===== src/core/ppm_pkg.sv =====
package ppm_pkg;

    // Ownership of the connector pins.
    typedef enum logic [1:0] {
        PPM_OWN_HOST,
        PPM_OWN_FDC,
        PPM_OWN_EC
    } ppm_owner_t;

    // Device-mode field encodings.
    localparam logic [1:0] MODE_HOST_LO = 2'h0;
    localparam logic [1:0] MODE_HOST_HI = 2'h3;
    localparam logic [1:0] MODE_FDC_SINGLE = 2'h1;
    localparam logic [1:0] MODE_FDC_DUAL = 2'h2;

    // Host register read-back when the host does not own the pins.
    localparam logic [7:0] CTRL_KEEP_MASK = 8'hf0;
    localparam logic [7:0] CTRL_NO_CABLE = 8'h04;
    localparam logic [7:0] STAT_KEEP_MASK = 8'h07;
    localparam logic [7:0] STAT_NO_CABLE = 8'h48;

    // Floppy outputs are open drain and sink this current in milliamps.
    localparam int FDC_SINK_MA = 14;

    localparam int SYNC_STAGES = 2;
    localparam int PIN_COUNT = 17;
    localparam logic [PIN_COUNT-1:0] PINS_ZERO = 17'h0_0000;

    // One bit per connector pin, in connector order from the top down.
    typedef struct packed {
        logic strobe;
        logic [7:0] pd;
        logic ack;
        logic busy;
        logic pe;
        logic slct;
        logic autofd;
        logic fault;
        logic init;
        logic selin;
    } ppm_pins_t;

    // Floppy controller outputs, as wire levels (active low).
    typedef struct packed {
        logic drive_select_zero;
        logic drive_select_one;
        logic motor_on_zero;
        logic motor_on_one;
        logic write_stream;
        logic write_gate;
        logic density_select;
        logic head_select;
        logic step_direction;
        logic step_pulse;
    } ppm_fdc_out_t;

    // Floppy drive inputs, as wire levels (active low).
    typedef struct packed {
        logic index_pulse;
        logic track_zero;
        logic write_protect;
        logic read_stream;
        logic disk_change;
    } ppm_fdc_in_t;

endpackage


===== src/core/ppm_mux.sv =====
// Behaviour
// - Mode 00/11 with select 1: host port
// - Mode 01/10 with select 1: floppy pins
// - Select 0: embedded controller owns pins
// - Host port controls act on pins
// - Host powerdown state decides pin state
// - Floppy powerdown state decides pin state
// - Controller pins driven unless supply-good low
// - Not owner: data reads last write
// - Not owner: control reads cable absent
// - Not owner: status reads cable absent
// - Controller port-enable acts only for host
// - Floppy ownership denies host the port
// - Floppy outputs open drain, 14 mA
// - PD0-PD4 are floppy drive inputs
// - Floppy outputs map onto fixed pins
// - Single drive keeps one swapped pair
module ppm_mux
    import ppm_pkg::*;
(
    input wire logic clk,
    input wire logic rst,
    input wire logic [1:0] device_mode,
    input wire logic host_access_select,
    input wire logic main_supply_good,
    input wire logic drive_swap,
    input wire logic fdc_activate,
    input wire logic fdc_powerdown,
    input wire logic host_activate,
    input wire logic host_powerdown,
    input wire logic ec_port_enable,
    input wire ppm_pins_t host_out,
    input wire ppm_pins_t host_oe,
    input wire logic host_data_write,
    input wire logic [7:0] host_data_wdata,
    input wire logic [7:0] host_data_native,
    input wire logic [7:0] host_ctrl_native,
    input wire logic [7:0] host_status_native,
    input wire ppm_fdc_out_t fdc_out,
    input wire ppm_pins_t ec_out,
    input wire ppm_pins_t ec_oe,
    input wire ppm_pins_t port_physical_pins_in,
    output ppm_pins_t port_physical_pins_out,
    output ppm_pins_t port_physical_pins_oe,
    output ppm_owner_t owner,
    output logic host_denied,
    output logic host_not_owner,
    output logic [7:0] host_data_rdata,
    output logic [7:0] host_ctrl_rdata,
    output logic [7:0] host_status_rdata,
    output ppm_fdc_in_t fdc_in,
    output ppm_pins_t ec_in
);

    ppm_pins_t pin_sync;
    logic supply_sync;
    logic mode_host;
    logic mode_single;
    ppm_owner_t next_owner;
    logic host_live;
    logic fdc_live;
    logic ec_live;
    ppm_pins_t fdc_sink_oe;
    ppm_fdc_in_t fdc_in_map;
    ppm_pins_t next_pin_out;
    ppm_pins_t next_pin_oe;
    logic [7:0] data_shadow;
    logic [7:0] next_data_rd;
    logic [7:0] next_ctrl_rd;
    logic [7:0] next_stat_rd;

    ppm_sync #(.W(PIN_COUNT)) u_pin_sync (
        .clk(clk),
        .rst(rst),
        .d(port_physical_pins_in),
        .q(pin_sync)
    );

    ppm_sync #(.W(1)) u_supply_sync (
        .clk(clk),
        .rst(rst),
        .d(main_supply_good),
        .q(supply_sync)
    );

    assign mode_host = (device_mode == MODE_HOST_LO) || (device_mode == MODE_HOST_HI);
    assign mode_single = (device_mode == MODE_FDC_SINGLE);
    assign next_owner = !host_access_select ? PPM_OWN_EC :
                        mode_host ? PPM_OWN_HOST :
                        PPM_OWN_FDC;

    // The controller's port-enable gates only the host owner.
    assign host_live = (next_owner == PPM_OWN_HOST) && host_activate && !host_powerdown
                       && ec_port_enable;
    assign fdc_live = (next_owner == PPM_OWN_FDC) && fdc_activate && !fdc_powerdown;
    assign ec_live = (next_owner == PPM_OWN_EC) && supply_sync;

    ppm_fdc_map u_fdc_map (
        .fdc_out(fdc_out),
        .enable(fdc_live),
        .single(mode_single),
        .drive_swap(drive_swap),
        .pin_sync(pin_sync),
        .sink_oe(fdc_sink_oe),
        .fdc_in(fdc_in_map)
    );

    assign next_pin_out = host_live ? host_out :
                          ec_live ? ec_out : PINS_ZERO;
    assign next_pin_oe = host_live ? host_oe :
                         ec_live ? ec_oe :
                         fdc_live ? fdc_sink_oe : PINS_ZERO;

    assign next_data_rd = (next_owner == PPM_OWN_HOST) ? host_data_native : data_shadow;
    assign next_ctrl_rd = (next_owner == PPM_OWN_HOST) ? host_ctrl_native :
                          ((host_ctrl_native & CTRL_KEEP_MASK) | CTRL_NO_CABLE);
    assign next_stat_rd = (next_owner == PPM_OWN_HOST) ? host_status_native :
                          ((host_status_native & STAT_KEEP_MASK) | STAT_NO_CABLE);

    // The shadow follows every write so read-back is right after a handover.
    always_ff @(posedge clk) begin
        if (rst) begin
            data_shadow <= 8'h00;
        end else if (host_data_write) begin
            data_shadow <= host_data_wdata;
        end
    end

    always_ff @(posedge clk) begin
        if (rst) begin
            owner <= PPM_OWN_EC;
            host_denied <= 1'b0;
            host_not_owner <= 1'b1;
        end else begin
            owner <= next_owner;
            host_denied <= (next_owner == PPM_OWN_FDC);
            host_not_owner <= (next_owner != PPM_OWN_HOST);
        end
    end

    always_ff @(posedge clk) begin
        if (rst) begin
            port_physical_pins_out <= PINS_ZERO;
            port_physical_pins_oe <= PINS_ZERO;
        end else begin
            port_physical_pins_out <= next_pin_out;
            port_physical_pins_oe <= next_pin_oe;
        end
    end

    always_ff @(posedge clk) begin
        if (rst) begin
            host_data_rdata <= 8'h00;
            host_ctrl_rdata <= CTRL_NO_CABLE;
            host_status_rdata <= STAT_NO_CABLE;
            fdc_in <= '1;
            ec_in <= PINS_ZERO;
        end else begin
            host_data_rdata <= next_data_rd;
            host_ctrl_rdata <= next_ctrl_rd;
            host_status_rdata <= next_stat_rd;
            fdc_in <= fdc_in_map;
            ec_in <= pin_sync;
        end
    end
endmodule


===== src/core/ppm_sync.sv =====
module ppm_sync
    import ppm_pkg::*;
#(
    parameter int W = 1
) (
    input wire logic clk,
    input wire logic rst,
    input wire logic [W-1:0] d,
    output logic [W-1:0] q
);

    logic [W-1:0] meta;

    // The first stage feeds only the second stage.
    genvar i;
    generate
        for (i = 0; i < W; i++) begin : g_bit
            always_ff @(posedge clk) begin
                if (rst) begin
                    meta[i] <= 1'b0;
                    q[i] <= 1'b0;
                end else begin
                    meta[i] <= d[i];
                    q[i] <= meta[i];
                end
            end
        end
    endgenerate

endmodule


===== src/core/ppm_fdc_map.sv =====
module ppm_fdc_map
    import ppm_pkg::*;
(
    input wire ppm_fdc_out_t fdc_out,
    input wire logic enable,
    input wire logic single,
    input wire logic drive_swap,
    input wire ppm_pins_t pin_sync,
    output ppm_pins_t sink_oe,
    output ppm_fdc_in_t fdc_in
);

    ppm_pins_t low_level;
    logic pair0_on;
    logic pair1_on;

    // Single-drive mode keeps only one select/motor pair; the swap picks it.
    assign pair0_on = !single || drive_swap;
    assign pair1_on = !single || !drive_swap;

    always_comb begin
        low_level = PINS_ZERO;
        low_level.strobe = pair0_on && !fdc_out.drive_select_zero;
        low_level.pd[6] = pair0_on && !fdc_out.motor_on_zero;
        low_level.ack = pair1_on && !fdc_out.drive_select_one;
        low_level.busy = pair1_on && !fdc_out.motor_on_one;
        low_level.pe = !fdc_out.write_stream;
        low_level.slct = !fdc_out.write_gate;
        low_level.autofd = !fdc_out.density_select;
        low_level.fault = !fdc_out.head_select;
        low_level.init = !fdc_out.step_direction;
        low_level.selin = !fdc_out.step_pulse;
    end

    // Open drain: the pin is only ever pulled low, never driven high.
    assign sink_oe = enable ? low_level : PINS_ZERO;

    assign fdc_in.index_pulse = pin_sync.pd[0];
    assign fdc_in.track_zero = pin_sync.pd[1];
    assign fdc_in.write_protect = pin_sync.pd[2];
    assign fdc_in.read_stream = pin_sync.pd[3];
    assign fdc_in.disk_change = pin_sync.pd[4];

endmodule


===== config.mk =====
export PLATFORM = sky130hd
export DESIGN_NAME = ppm_mux
export DESIGN_NICKNAME = d
export VERILOG_FILES = /design/src/core/ppm_pkg.sv /design/src/core/ppm_mux.sv /design/src/core/ppm_sync.sv /design/src/core/ppm_fdc_map.sv
export SDC_FILE = /design/constraint.sdc
export NUM_CORES = 1
export LEC_CHECK = 0
export ABC_AREA = 1
export CORE_MARGIN = 4
export CORE_UTILIZATION = 55
export CTS_BUF_LIST = sky130_fd_sc_hd__clkbuf_4 sky130_fd_sc_hd__clkbuf_8 sky130_fd_sc_hd__clkbuf_16
export DETAILED_ROUTE_END_ITERATION = 7
export DONT_BUFFER_PORTS = 1
export HOLD_SLACK_MARGIN = 0.05
export PLACE_DENSITY_LB_ADDON = 0.25
export RECOVER_POWER = 50
export SETUP_SLACK_MARGIN = 0.3
export SYNTH_ARGS = -nofsm -noshare
export SYNTH_HDL_FRONTEND = slang
export SYNTH_SLANG_ARGS = --single-unit
export TNS_END_PERCENT = 50

===== constraint.sdc =====
create_clock -name clk -period 1.3 [get_ports clk]
set_input_delay 0.26 -clock clk [delete_from_list [all_inputs] [get_ports clk]]
set_output_delay 0.26 -clock clk [all_outputs]
set_load 0.02 [all_outputs]

==> impl_results.md <==
* Leak Pwr at 0.00265 uW
* Syn. warnings at 0
* WP data arrival at 1.59 ns
* Overall routed net length at 13800 um
* CP Depth at 6
* Commonest cells after routing, fill and taps aside: 100 x nor2_1, 83 x inv_1, 80 x dlygate4sd3_1
* Hold endpoint: port_physical_pins_out[12]
* Sequential-to-total area share from yosys stat at 61.5%
* Top delay family on crit path: buffers and inverters
* Yosys top cell area share at 61.5%
* Crit path launch type: primary input
* Share of cells above drive strength 1 at 22.0%
* Pre-antenna DRT Iters at 6
* TritonCTS clock tree: done
* Power Density at 1630 mW/mm^2
* Vias in the first global route at 3739
* Initial Util at 57.1%
* Top-level port count at 224
* Largest area contributor in the netlist: dfxtp_1
* Initial antenna violation count at 2
* Worst Path Buf+Inv at 2
* VDD IR max at 1050 uV
* Port Buffers at 0
* CP endpoint kind: register
* Syn Area/Cell at 8.26 um^2
* Row Count at 31
* Mapped Area at 0.00417 mm^2
* CP startpoint: device_mode[1]
* Pin count of the biggest net entering global routing at 86
* Setup violators final at 0
* Syn_nets at 645
* Netlist cell types at 19
* Worst hold margin at -0.173 ns
* Die width at 95.0 um
* Post-CTS Setup Inserts at 0
* Slew HR at 73.6%
* R2R Path Start: u_supply_sync.q
* Placer Congestion at 0.740
* Antenna Violating Nets Remaining at 0
* Hold Crit Start: rst
* H-tree levels at 4
* Die area at 0.00903 mm^2
* Hold depth at 1
* Top post-synthesis cells by area: dfxtp_1 62%, nor2_1 8.9%, inv_1 7.6%, nand2_1 7.0%, a21oi_1 3.8%
* Remaining global-route overflow at 0
* GRT Overall Usage at 28.4%
* CP max-delay cell: dlygate4sd3_1
* Clock Tree Buf Depth at 2
* Most common cell after layout, fill and taps aside: nor2_1
* Min Tclk post-route at 1.22 ns
* RR Endpoint: port_physical_pins_oe[0]
* Core region area at 0.00729 mm^2
* Crit-path cells: inv_12 > ha_4 > nand2_4 > nand2_4 > nand2_1 > dlygate4sd3_1
* Total CTS buffers at 17
* Most frequent CP cell: nand2_4
* Worst min path class: in -> reg
* DR vias/cell at 5.21
* Via count at 3676
* FF-to-FF path depth at 7
* Synthesis-to-finish area growth at 44.9%
* Reg clk slew, reported paths at 0.06 ns
* Post-Syn Instances at 504
* Synth Register Bits at 128
* Worst-Margin Slew at 0.396 ns
* WS Path Type: in -> reg
* WP data required at 1.67 ns
* RSZ-0062 raised after global routing: true
* Final Max Tran Viols at 0
* Worst path max stage delay at 0.68 ns
* Status: finished, violations left
* Final HPWL from detailed placement at 7360 um
* Clock tree sinks at 128
* Post-route DRC at 0
* Fin crit share at 93.9%
* Max Freq at 819 MHz
* Failing checks: hold timing
* Hold_buf cts at 80
* Worst-Skew Late Latency at 0.50 ns
* Clock root buffer: clkbuf_8
* Nets at 732
* DR WL/cell at 19.6 um
* Die height at 95.0 um
* Initial DRC Count at 197
* Max_cap viols at 0
* CP Max Fanout at 11
* First-pass GRT wire length at 19000 um
* Total power at 9820 uW
* Clk_skew at 0.00909 ns
* R2r setup slk at 0.19 ns
* Hold Fails Final Rpt at 59
-- synth_stat cells --
master    instances
inv_2             1
clkbuf_1          7
nand2_1          78
nor2_4            1
o21ai_0          16
buf_1             6
inv_1            84
nand2_2           3
buf_6             3
or2_1             3
clkinv_1          1
nor2_2            1
dfxtp_1         128
nand3_1          24
buf_2             6
a21oi_1          32
nand3b_1         10
nor2_1           99
ha_1              1
-- cell type report --
type | instances | area [um^2]
flip-flops and latches | 128 | 2860
clock buffers | 24 | 479
multi-input cells | 268 | 1190
well taps | 99 | 124
clock inverters | 8 | 154
diodes | 2 | 5.00
inverters | 86 | 335
repair buffers | 90 | 892
fillers | 384 | 1250
-- cells by family after synthesis --
logic type	Yosys count	synth area share, %
compound gates	48	5.77
fa+ha+maj	1	0.300
buf+inv	108	10.5
flops	128	61.5
simple gates	219	22.0
-- sequential cells by signal, summed over array words and instances, names as in the netlist, 2 cells and up --
name and flops:
data_shadow 8, host_ctrl_rdata 8, fdc_in 5, host_status_rdata 8
u_pin_sync.meta 17, port_physical_pins_oe 17, u_pin_sync.q 17, ec_in 17
owner 2, host_data_rdata 8, port_physical_pins_out 17
-- worst max-delay path by stage --
| stage | endpoint | slack [ns] |
|---|---|---|
| 2_1_floorplan | port_physical_pins_oe[14] | 0.07 |
| 3_3_place_gp | port_physical_pins_oe[5] | 0.01 |
| 3_5_place_dp | port_physical_pins_out[13] | -0.02 |
| 4_1_cts | port_physical_pins_oe[16] | 0.14 |
| 5_1_grt | port_physical_pins_oe[0] | 0.04 |
| 6_report | host_not_owner | 0.08 |
-- through the flow --
stage / setup TNS, ns / instance area (um^2) / std cells / setup slack [ns] / utilization [%]
final: 0 / 6040 / 705 / 0.0788 / 82.8
after global routing: 0 / 6040 / 705 / 0.0369 / 82.8
after CTS: 0 / 5960 / 703 / 0.139 / 81.7
after detailed placement: -0.0304 / 4300 / 591 / -0.0229 / 59.0
after global placement: 0 / 4300 / 591 / 0.0101 / 59.0
after floorplan: 0 / 4210 / 504 / 0.0712 / -
-- where the power goes --
part,total (uW),internal [uW],switching [uW]
sequential,4220,4010,206
combinational,576,289,286
clock,5030,3340,1690
-- what timing repair did --
| action | in CTS | in global routing |
|---|---|---|
| setup endpoints to repair | 93 | 119 |
| pin swaps | 0 | 0 |
| resized for setup | 130 | 32 |
| hold endpoints to repair | 123 | 59 |
-- metal layers --
| layer | global-route usage, % | share of wire [%] |
|---|---|---|
| met5 | 0 | 0 |
| met4 | 16.8 | 4.4 |
| met1 | 27.1 | 32 |
| met3 | 9.23 | 9.4 |
| met2 | 52.7 | 54 |
No activity file was read; power rests on OpenSTA's default activity.
